`config.mk`:
```
export PLATFORM = sky130hd
export DESIGN_NAME = shas_system_handler_active_status
export DESIGN_NICKNAME = d
export VERILOG_FILES = /design/src/shas_pkg.sv /design/src/shas_system_handler_active_status.sv
export SDC_FILE = /design/constraint.sdc
export NUM_CORES = 1
export LEC_CHECK = 0
export BUFFER_PORTS_ARGS = -buffer_cell sky130_fd_sc_hd__clkbuf_2
export CAP_MARGIN = 20
export CORE_MARGIN = 2
export CORE_UTILIZATION = 29
export CTS_CLUSTER_DIAMETER = 120
export CTS_CLUSTER_SIZE = 10
export DETAILED_ROUTE_END_ITERATION = 7
export GPL_ROUTABILITY_DRIVEN = 1
export HOLD_SLACK_MARGIN = 0.12
export MAX_ROUTING_LAYER = met4
export PLACE_DENSITY_LB_ADDON = 0.12
export SETUP_SLACK_MARGIN = 0.02
export SYNTH_ARGS = -nofsm -noshare
export SYNTH_HDL_FRONTEND = slang
export SYNTH_SLANG_ARGS = --single-unit
```
`constraint.sdc`:
```
create_clock -name sys_clk -period 0.8 [get_ports sys_clk]
set_input_delay 0.08 -clock sys_clk [delete_from_list [all_inputs] [get_ports sys_clk]]
set_output_delay 0.08 -clock sys_clk [all_outputs]
set_load 0.03 [all_outputs]
```
`src/shas_pkg.sv`:
```
`default_nettype none
package shas_pkg;
   // register byte offset within the block's APB window
   localparam logic [11:0] SHAS_STATE_OFFSET = 12'hd24;
   // flag positions
   localparam int SHAS_MEM_BIT = 0;
   localparam int SHAS_BUS_BIT = 1;
   localparam int SHAS_USG_BIT = 3;
   localparam int SHAS_SVC_BIT = 7;
   localparam int SHAS_DBG_BIT = 8;
   localparam int SHAS_PSV_BIT = 10;
   localparam logic [31:0] SHAS_STATE_RESET = 32'h0000_0000;
   localparam logic [31:0] SHAS_RW_MASK = 32'h0000_058b;

   // one bit per handler, in this order
   typedef struct packed {
      logic pendable_service;
      logic debug_monitor;
      logic supervisor_call;
      logic usage_fault;
      logic bus_fault;
      logic memory_fault;
   } shas_flags_type;
endpackage
`default_nettype wire

```
`src/shas_system_handler_active_status.sv`:
```
`timescale 1ns/1ps
`default_nettype none
module shas_system_handler_active_status
   import shas_pkg::*;
(
   // clock and reset
   input wire logic sys_clk,
   input wire logic arst_n,
   // apb slave
   input wire logic psel,
   input wire logic penable,
   input wire logic pwrite,
   input wire logic [11:0] paddr,
   input wire logic [31:0] pwdata,
   output logic [31:0] prdata,
   output logic pready,
   output logic pslverr,
   // exception logic, one-cycle pulses per handler
   input wire shas_flags_type handler_enter,
   input wire shas_flags_type handler_return,
   // current active flags
   output shas_flags_type active_flags
);
   logic wr_hit;
   logic rd_hit;
   logic addr_ok;
   shas_flags_type sw_value;
   logic [31:0] state_word;
   logic pendable_service_active;
   logic debug_monitor_active;
   logic supervisor_call_active;
   logic usage_fault_active;
   logic bus_fault_active;
   logic memory_fault_active;

   assign addr_ok = (paddr == SHAS_STATE_OFFSET);
   assign wr_hit = psel && penable && pwrite && addr_ok;
   assign rd_hit = psel && penable && !pwrite && addr_ok;
   // zero-wait slave; unmapped addresses answer with an error
   assign pready = 1'b1;
   assign pslverr = psel && penable && !addr_ok;

   assign sw_value = '{pendable_service: pwdata[SHAS_PSV_BIT],
                       debug_monitor: pwdata[SHAS_DBG_BIT],
                       supervisor_call: pwdata[SHAS_SVC_BIT],
                       usage_fault: pwdata[SHAS_USG_BIT],
                       bus_fault: pwdata[SHAS_BUS_BIT],
                       memory_fault: pwdata[SHAS_MEM_BIT]};

   // entry beats return, return beats a same-cycle write:
   // hardware state must never be lost to a racing software store

   always_ff @(posedge sys_clk or negedge arst_n)
   begin
      if (!arst_n)
      begin
         pendable_service_active <= 1'b0;
      end
      else if (handler_enter.pendable_service)
      begin
         pendable_service_active <= 1'b1;
      end
      else if (handler_return.pendable_service)
      begin
         pendable_service_active <= 1'b0;
      end
      else if (wr_hit)
      begin
         pendable_service_active <= sw_value.pendable_service;
      end
   end

   always_ff @(posedge sys_clk or negedge arst_n)
   begin
      if (!arst_n)
      begin
         debug_monitor_active <= 1'b0;
      end
      else if (handler_enter.debug_monitor)
      begin
         debug_monitor_active <= 1'b1;
      end
      else if (handler_return.debug_monitor)
      begin
         debug_monitor_active <= 1'b0;
      end
      else if (wr_hit)
      begin
         debug_monitor_active <= sw_value.debug_monitor;
      end
   end

   always_ff @(posedge sys_clk or negedge arst_n)
   begin
      if (!arst_n)
      begin
         supervisor_call_active <= 1'b0;
      end
      else if (handler_enter.supervisor_call)
      begin
         supervisor_call_active <= 1'b1;
      end
      else if (handler_return.supervisor_call)
      begin
         supervisor_call_active <= 1'b0;
      end
      else if (wr_hit)
      begin
         supervisor_call_active <= sw_value.supervisor_call;
      end
   end

   always_ff @(posedge sys_clk or negedge arst_n)
   begin
      if (!arst_n)
      begin
         usage_fault_active <= 1'b0;
      end
      else if (handler_enter.usage_fault)
      begin
         usage_fault_active <= 1'b1;
      end
      else if (handler_return.usage_fault)
      begin
         usage_fault_active <= 1'b0;
      end
      else if (wr_hit)
      begin
         usage_fault_active <= sw_value.usage_fault;
      end
   end

   always_ff @(posedge sys_clk or negedge arst_n)
   begin
      if (!arst_n)
      begin
         bus_fault_active <= 1'b0;
      end
      else if (handler_enter.bus_fault)
      begin
         bus_fault_active <= 1'b1;
      end
      else if (handler_return.bus_fault)
      begin
         bus_fault_active <= 1'b0;
      end
      else if (wr_hit)
      begin
         bus_fault_active <= sw_value.bus_fault;
      end
   end

   always_ff @(posedge sys_clk or negedge arst_n)
   begin
      if (!arst_n)
      begin
         memory_fault_active <= 1'b0;
      end
      else if (handler_enter.memory_fault)
      begin
         memory_fault_active <= 1'b1;
      end
      else if (handler_return.memory_fault)
      begin
         memory_fault_active <= 1'b0;
      end
      else if (wr_hit)
      begin
         memory_fault_active <= sw_value.memory_fault;
      end
   end

   // flags gathered for the exception logic
   assign active_flags = '{pendable_service: pendable_service_active,
                           debug_monitor: debug_monitor_active,
                           supervisor_call: supervisor_call_active,
                           usage_fault: usage_fault_active,
                           bus_fault: bus_fault_active,
                           memory_fault: memory_fault_active};

   always_comb
   begin
      state_word = SHAS_STATE_RESET;
      state_word[SHAS_PSV_BIT] = active_flags.pendable_service;
      state_word[SHAS_DBG_BIT] = active_flags.debug_monitor;
      state_word[SHAS_SVC_BIT] = active_flags.supervisor_call;
      state_word[SHAS_USG_BIT] = active_flags.usage_fault;
      state_word[SHAS_BUS_BIT] = active_flags.bus_fault;
      state_word[SHAS_MEM_BIT] = active_flags.memory_fault;
   end

   // read data from a flop, loaded in the setup cycle so it is valid in access
   always_ff @(posedge sys_clk or negedge arst_n)
   begin
      if (!arst_n)
      begin
         prdata <= '0;
      end
      else if (psel && !penable && !pwrite && paddr == SHAS_STATE_OFFSET)
      begin
         prdata <= state_word;
      end
      else if (!psel)
      begin
         prdata <= '0;
      end
   end

   shas_flags_type past_wval;
   always_ff @(posedge sys_clk)
   begin
      past_wval <= sw_value;
   end

   reserved_zero_a: assert property (@(posedge sys_clk) disable iff (!arst_n)
      (prdata & ~SHAS_RW_MASK) == 32'h0) else $error("reserved bits nonzero");
   write_psv_a: assert property (@(posedge sys_clk) disable iff (!arst_n)
      wr_hit && handler_enter == '0 && handler_return == '0 |=>
      active_flags.pendable_service == past_wval.pendable_service && active_flags == past_wval)
      else $error("write did not update flags");
   // read data was captured in the setup cycle, so compare with the flags of then
   dbg_readback_a: assert property (@(posedge sys_clk) disable iff (!arst_n)
      rd_hit |-> prdata[SHAS_DBG_BIT] == $past(active_flags.debug_monitor))
      else $error("monitor readback wrong");
   svc_readback_a: assert property (@(posedge sys_clk) disable iff (!arst_n)
      rd_hit |-> prdata[SHAS_SVC_BIT] == $past(active_flags.supervisor_call))
      else $error("svc readback wrong");
   usage_enter_a: assert property (@(posedge sys_clk) disable iff (!arst_n)
      handler_enter.usage_fault |=> active_flags.usage_fault)
      else $error("usage flag not set");
   bus_return_a: assert property (@(posedge sys_clk) disable iff (!arst_n)
      handler_return.bus_fault && !handler_enter.bus_fault && !wr_hit |=>
      !active_flags.bus_fault) else $error("bus flag not cleared");
   mem_hold_a: assert property (@(posedge sys_clk) disable iff (!arst_n)
      !wr_hit && !handler_enter.memory_fault && !handler_return.memory_fault |=>
      $stable(active_flags.memory_fault)) else $error("memory flag moved");
   reset_zero_a: assert property (@(posedge sys_clk)
      $rose(arst_n) |-> active_flags == '0) else $error("flags not zero at reset");
   enter_wins_a: assert property (@(posedge sys_clk) disable iff (!arst_n)
      (handler_enter != '0) |=> (active_flags & $past(handler_enter)) == $past(handler_enter))
      else $error("entry lost");

   sw_write_c: cover property (@(posedge sys_clk) disable iff (!arst_n) wr_hit);
   enter_ret_c: cover property (@(posedge sys_clk) disable iff (!arst_n)
      handler_enter.supervisor_call ##[1:10] handler_return.supervisor_call);
   read_set_c: cover property (@(posedge sys_clk) disable iff (!arst_n)
      rd_hit && prdata[SHAS_PSV_BIT]);
   dbg_race_c: cover property (@(posedge sys_clk) disable iff (!arst_n)
      handler_return.debug_monitor && wr_hit);
   mem_write_c: cover property (@(posedge sys_clk) disable iff (!arst_n)
      wr_hit && pwdata[SHAS_MEM_BIT]);

   // pendable-service entry and return checks, write checks for the other five flags
   psv_enter_a: assert property (@(posedge sys_clk) disable iff (!arst_n)
      handler_enter.pendable_service |=> active_flags.pendable_service)
      else $error("pendable flag not set");
   psv_return_a: assert property (@(posedge sys_clk) disable iff (!arst_n)
      handler_return.pendable_service && !handler_enter.pendable_service |=>
      !active_flags.pendable_service) else $error("pendable flag not cleared");
   dbg_write_a: assert property (@(posedge sys_clk) disable iff (!arst_n)
      wr_hit && !handler_enter.debug_monitor && !handler_return.debug_monitor |=>
      active_flags.debug_monitor == past_wval.debug_monitor)
      else $error("monitor write lost");
   svc_write_a: assert property (@(posedge sys_clk) disable iff (!arst_n)
      wr_hit && !handler_enter.supervisor_call && !handler_return.supervisor_call |=>
      active_flags.supervisor_call == past_wval.supervisor_call)
      else $error("svc write lost");
   usage_write_a: assert property (@(posedge sys_clk) disable iff (!arst_n)
      wr_hit && !handler_enter.usage_fault && !handler_return.usage_fault |=>
      active_flags.usage_fault == past_wval.usage_fault)
      else $error("usage write lost");
   bus_write_a: assert property (@(posedge sys_clk) disable iff (!arst_n)
      wr_hit && !handler_enter.bus_fault && !handler_return.bus_fault |=>
      active_flags.bus_fault == past_wval.bus_fault)
      else $error("bus write lost");
   mem_write_a: assert property (@(posedge sys_clk) disable iff (!arst_n)
      wr_hit && !handler_enter.memory_fault && !handler_return.memory_fault |=>
      active_flags.memory_fault == past_wval.memory_fault)
      else $error("memory write lost");

   // reset and read word checks
   reset_flags_a: assert property (@(posedge sys_clk)
      !arst_n |-> active_flags == '0) else $error("flags not held in reset");
   reset_rdata_a: assert property (@(posedge sys_clk)
      !arst_n |-> prdata == 32'h0000_0000) else $error("read data not cleared");
   read_word_a: assert property (@(posedge sys_clk) disable iff (!arst_n)
      rd_hit |-> prdata == $past(state_word)) else $error("read word wrong");
endmodule
`default_nettype wire

```
==> metrics.yaml, run 1 <==
cts:
  h-tree-depth: 1
  cts.sinks: 12
  root_buffer: "clkbuf_4"
  clkTransAtPathRegs_ps: 70
  cts_tree: "done"
  numCtsBuffers: 3
  clkLatencyLatePin_ps: 270
  cts.path.max_buffers: 2
place:
  place_inst: 158
  pre_cts_ws_ps: -692
  gp_congestion: 0.583
  numPortBuffers: 47
  place_hpwl_microns: 1290
routing:
  via_per_inst: 4.01
  ant_nets: 0
  firstDrtPassIters: 4
  wl_per_cell_microns: 10.0
  drt_iter0_drc: 12
  wirelength_microns: 1870
  drc_errors: 0
  num_vias: 746
logic_synthesis:
  syn_area_per_cell_sq_um: 9.75
  synth.distinct_cells: 15
  yosysTopAreaCell: "dfrtp_1"
  synthFlopType: "dfrtp_1"
  synth_top_cells_by_count: "33 x buf_4, 12 x dfrtp_1, 12 x mux2i_1"
  ys.warnings.count: 0
  synth-seq-cells: 12
  synth.yosys.seq_area_share_pct: 35.4
  synth_top_cell_area_share_pct: 35.4
  synth_edf_count: 0
  postSynthCellCount: 87
  netlist_area_sq_um: 848
  synth-async-reset-ratio_pct: 100
  synthMostInstantiatedCell: "buf_4"
  synthTopCellsByArea: "dfrtp_1 35%, buf_4 29%, mux2i_1 14%, o21bai_1 5.3%, and4bb_2 2.9%"
die:
  ios: 101
  start_util_pct: 30.8
  die_w_microns: 58.1
  row_count: 19
  design.die.area_sq_um: 3370
  core_sq_um: 2760
  die_height_microns: 58.1
min_path:
  worstHoldStart: "pwrite"
  worst_hold_path_type: "input port to flop"
  hold_depth: 3
  worstHoldEndpoint: "prdata[10]"
global_route:
  antenna_found_initial: 0
  grt_overflow_total: 0
  grt_max_degree: 13
  grtUsageTotal_pct: 12.2
  grt_pass1_wl_microns: 2970
  grt_pass1_vias: 706
pwr:
  leakagePower_nw: 0.837
  p_int_mw: 1.05
  p_seq_share_pct: 41.3
  p_switching_mw: 0.520
  p_total_mw: 1.57
  vdd_drop_max_mv: 0.734
  swShare_pct: 33.1
  clkPwrFrac_pct: 23.2
  comb_power_share_pct: 35.5
  cellPowerDensity_nw_per_um2: 1120
critical_path:
  reg2reg_depth: 3
  cp.arrival_ps: 1300
  crit_path_max_incr_delay_ps: 570
  r2r_end: "usage_fault_active"
  reg2reg_from: "usage_fault_active"
  critPathSlowestCell: "or4b_4"
  r2r_slack_ps: -60
  critPathRequiredTime_ps: 960
  critPathMaxFanout: 6
  cp-start-kind: "input port"
  critPathCaptureType: "flop"
  crit_chain: "buf_6 -> nor4b_4 -> nand3_1 -> or4b_4 -> mux2i_1"
  crit_type: "input port to flop"
timing:
  timing.hold.ws_ps: 200
  slew_viol_final: 0
  period_share_pct: 143
  finalSetupViolCount: 25
  postLayoutSetupSlackWorst_ps: -345
  fmax_mhz: 873
  rsz0062_at_grt: "true"
  skew_ps: 0.260
  fin_crit_ps: 1150
  setup_tns_ps: -3820
  hold_viol_final: 0
status:
  violations: "setup timing"
  status: "complete, but fails checks"
final_layout:
  fill_cells: 256
  drive_above_1_share_pct: 41.3
  area_growth_pct: 65.9
  regArea_sq_um: 300
  multiInputGateArea_sq_um: 377
  n_antenna_cell: 0
  stdcell_count: 186
  fin_nets: 218
run:
  cap_violations: 0
-- kinds of logic after synthesis --
logic type	share of synthesized area, %
mux	14.2
other cells	0.885
simple gates	11.4
compound gates	5.31
buf+inv	32.9
flops	35.4
-- metal layers --
| metal | routed length [microns] | global-route usage, % | vias to the layer above |
|---|---|---|---|
| met4 | 32 | 5.98 | 0 |
| li1 | - | - | 360 |
| met5 | 0 | - | - |
| met3 | 162 | 2.46 | 3 |
| met2 | 1010 | 21.8 | 54 |
| met1 | 661 | 12.6 | 329 |
-- repair_timing --
item / in CTS / in global routing
setup buffers: 7 / 0
endpoints found under the setup margin: 25 / 25
hold buffers: 19 / 0
pin swaps: 2 / 7
resized for setup: 28 / 19
endpoints found under the hold margin: 18 / 0
-- worst max-delay path: cells and delay by family --
kind / cells / cell delay (ps)
buf+inv: 1 / 100
mux: 1 / 150
simple gates: 3 / 980
-- power groups by stage --
stage	combinational, mW	clock (mW)	sequential (mW)
6_report	0.557	0.364	0.649
2_1_floorplan	0.400	0	0.651
3_5_place_dp	0.392	0	0.656
3_3_place_gp	0.389	0	0.655
5_1_grt	0.600	0.418	0.652
4_1_cts	0.535	0.380	0.641
-- through the flow --
step | cell area (sq um) | util [%]
global placement | 992 | 36.0
global route | 1410 | 51.0
finish | 1410 | 51.0
floorplan | 960 | -
CTS | 1380 | 50.0
detailed placement | 992 | 36.0
-- placed cells by master, fill, tap and decap left out, drive strengths merged, types with 6 or more instances in the layout --
cell type and n:
buf 22, clkbuf 37, conb 27, dfrtp 12, dlygate4sd3 19, inv 6
mux2i 12, nand2 6, o21bai 6
-- state kept, by name, indices dropped and copies added, names as in the netlist --
signal and count:
debug_monitor_active 1, bus_fault_active 1, pendable_service_active 1, prdata 6, memory_fault_active 1, usage_fault_active 1
supervisor_call_active 1
-- layout make-up --
class	instances	share of cell area, %
Timing Repair Buffer	75	46.0
Sequential cell	12	21.3
Multi-Input combinational cell	59	26.8
Tap cell	31	2.76
Inverter	6	1.60
Clock buffer	3	1.60
-- worst max path at each step --
stage / slack, ps / end / start / cells after the start
6_report: -350 / prdata[3] / paddr[3] / 5
5_1_grt: -440 / prdata[3] / paddr[3] / 5
4_1_cts: -400 / prdata[3] / paddr[1] / 6
3_5_place_dp: -690 / prdata[3] / paddr[1] / 6
3_3_place_gp: -670 / prdata[7] / paddr[1] / 6
2_1_floorplan: -500 / prdata[0] / paddr[1] / 5
(Power assumes the default switching activity.)
==> inputs of run 2 (changes only) <==
- clock period: 0.8 -> 1 ns (I/O delays scaled with it)
==> run 2 against run 1 <==
Against the previous run:
- the run still ends with setup timing left
- core utilization decreased by 5.0 points
- hold slack better by 32 ps
- sequential power is 20% lower
- critical path depth is the same
- global-route usage is 0.75 points lower
- non-clock buffer count fell by 4
- flip-flop and latch count is the same
- die area is the same
- critical endpoint is now prdata[10]
==> metrics.yaml, run 2 (synthesized netlist as in run 1, its figures left out) <==
global_route:
  grtUsageTotal_pct: 11.4  # -0.75 points
  use_met1_pct: 10.1  # -2.6 points
  met2_usage_pct: 22.6  # +0.81 points
  grt_overflow_total: 0  # unchanged
  grt_util_met3_pct: 2.01  # -0.45 points
  grt_max_degree: 13  # unchanged
  grt_pass1_wl_microns: 2770  # -6.5%
  busiest_layer: "met2"
  antenna_found_initial: 0  # unchanged
  grt_pass1_vias: 686  # -2.8%
timing:
  slew_viol_final: 0  # unchanged
  rsz0062_at_grt: "true"
  period_share_pct: 115
  setup_tns_ps: -911  # +2910 ps
  finalSetupViolCount: 7  # -72%
  timing.hold.ws_ps: 231  # +31.8 ps
  fmax_mhz: 867
  hold_viol_final: 0  # unchanged
  skew_ps: 0.265  # +0.00461 ps
  fin_crit_ps: 1150
  postLayoutSetupSlackWorst_ps: -154  # +191 ps
final_layout:
  regMostFlops: "prdata"
  finish.utilization_pct: 46.1  # -5.0 points
  drive_above_1_share_pct: 39.1  # -2.2 points
  final_cell_mix: "36 x clkbuf_2, 27 x conb_1, 19 x dlygate4sd3_1, 12 x mux2i_1, 12 x dfrtp_1"
  fin_nets: 214  # -1.8%
  layout_commonest_cell: "clkbuf_2"
  n_antenna_cell: 0  # unchanged
  largest_reg_flops: 6  # unchanged
  stdcell_count: 182  # -2.2%
  final_area_sq_um: 1270  # -9.8%
  area_growth_pct: 49.7
pwr:
  vdd_drop_max_mv: 0.697  # -5.0%
  leakagePower_nw: 0.787  # -5.9%
  cellPowerDensity_nw_per_um2: 954  # -14%
  p_total_mw: 1.21  # -23%
place:
  place_inst: 158  # unchanged
  pre_cts_ws_ps: -500  # +192 ps
  postPlaceCellArea_sq_um: 991  # -0.13%
  numPortBuffers: 47  # unchanged
  gp_congestion: 0.611  # +4.9%
  place_hpwl_microns: 1270  # -1.2%
status:
  status: "complete, but fails checks"
  violations: "setup timing"
critical_path:
  critPathMaxFanout: 6  # unchanged
  critPathCaptureType: "flop"
  crit_type: "input port to flop"
  cp.arrival_ps: 1310  # about the same
  critPathRequiredTime_ps: 1160  # +200 ps
  critPathSlowestCell: "or4b_4"
  crit_chain: "buf_6 -> nor4b_4 -> nand3_1 -> or4b_4 -> mux2i_1"
  cp-start-kind: "input port"
  crit_path_max_incr_delay_ps: 570  # about the same
cts:
  h-tree-depth: 1  # unchanged
  clkLatencyLatePin_ps: 270  # about the same
  cts.path.max_buffers: 2  # unchanged
  numCtsBuffers: 3  # unchanged
  root_buffer: "clkbuf_4"
  cts_tree: "done"
  cts.sinks: 12  # unchanged
  clkTransAtPathRegs_ps: 70  # about the same
die:
  die_w_microns: 58.1  # unchanged
  die_height_microns: 58.1  # unchanged
  design.die.area_sq_um: 3370  # unchanged
  start_util_pct: 30.8  # unchanged
  core_sq_um: 2760  # unchanged
  row_count: 19  # unchanged
  ios: 101  # unchanged
routing:
  via_per_inst: 3.95  # -1.5%
  ant_nets: 0  # unchanged
  drc_errors: 0  # unchanged
  firstDrtPassIters: 2  # -2
  drt_iter0_drc: 2  # -10
  wirelength_microns: 1840  # -1.4%
  num_vias: 719  # -3.6%
  wl_per_cell_microns: 10.1  # +0.72%
run:
  cap_violations: 0  # unchanged
min_path:
  worst_hold_path_type: "input port to flop"
==> run 2: cell types whose count changed in the layout (fill, tap and decap cells not counted), moves of 2 or more <==
cell	previous run	this run
buf_2	0	2
buf_4	4	6
buf_8	12	0
clkbuf_2	33	36
clkbuf_4	3	5
==> run 2: area by class of cell <==
| cell class | instances | area (sq um) |
|---|---|---|
| fill | 266 | 1490 |
| multi-input combinational | 59 | 375 |
| tap | 31 | 38.8 |
| sequential | 12 | 300 |
| clock buffer | 3 | 22.5 |
| inverter | 6 | 22.5 |
| timing repair buffer | 71 | 510 |
==> run 2: what timing repair did <==
item	4_1_cts	5_1_grt
pin swaps	2	4
cloned	0	0
resized for setup	3	28
buffers inserted	1	2
hold endpoints to repair	18	0
endpoints found under the setup margin	7	22
hold buffers	19	0
==> run 2: worst paths after layout <==
kind                                         start                endpoint  slack (ps)  cells past startpoint
worst min-delay path                        pwrite               prdata[3]         230                      3
worst max register to register  usage_fault_active      usage_fault_active         190                      3
max in group asynchronous                   arst_n     memory_fault_active         520                      2
min in group asynchronous                   arst_n  supervisor_call_active         250                      2
worst max-delay path                      paddr[3]              prdata[10]        -150                      5
worst min register to register          prdata[10]              prdata[10]         540                      2
==> run 2: metal layers <==
metal,share of wire [%],wire [microns],vias up
met2,55,1010,49
met5,0,0,-
met4,1.6,29,0
li1,-,-,352
met1,33,611,315
met3,10,189,3
==> run 2: critical path: cells and delay by family <==
kind,cells,cell delay [ps]
buf+inv,1,100
mux,1,150
simple gates,3,960
==> run 2: power by group <==
part           switching, mW  internal (mW)
clock                  0.153          0.139
sequential            0.0142          0.501
combinational          0.241          0.163
total                  0.408          0.804
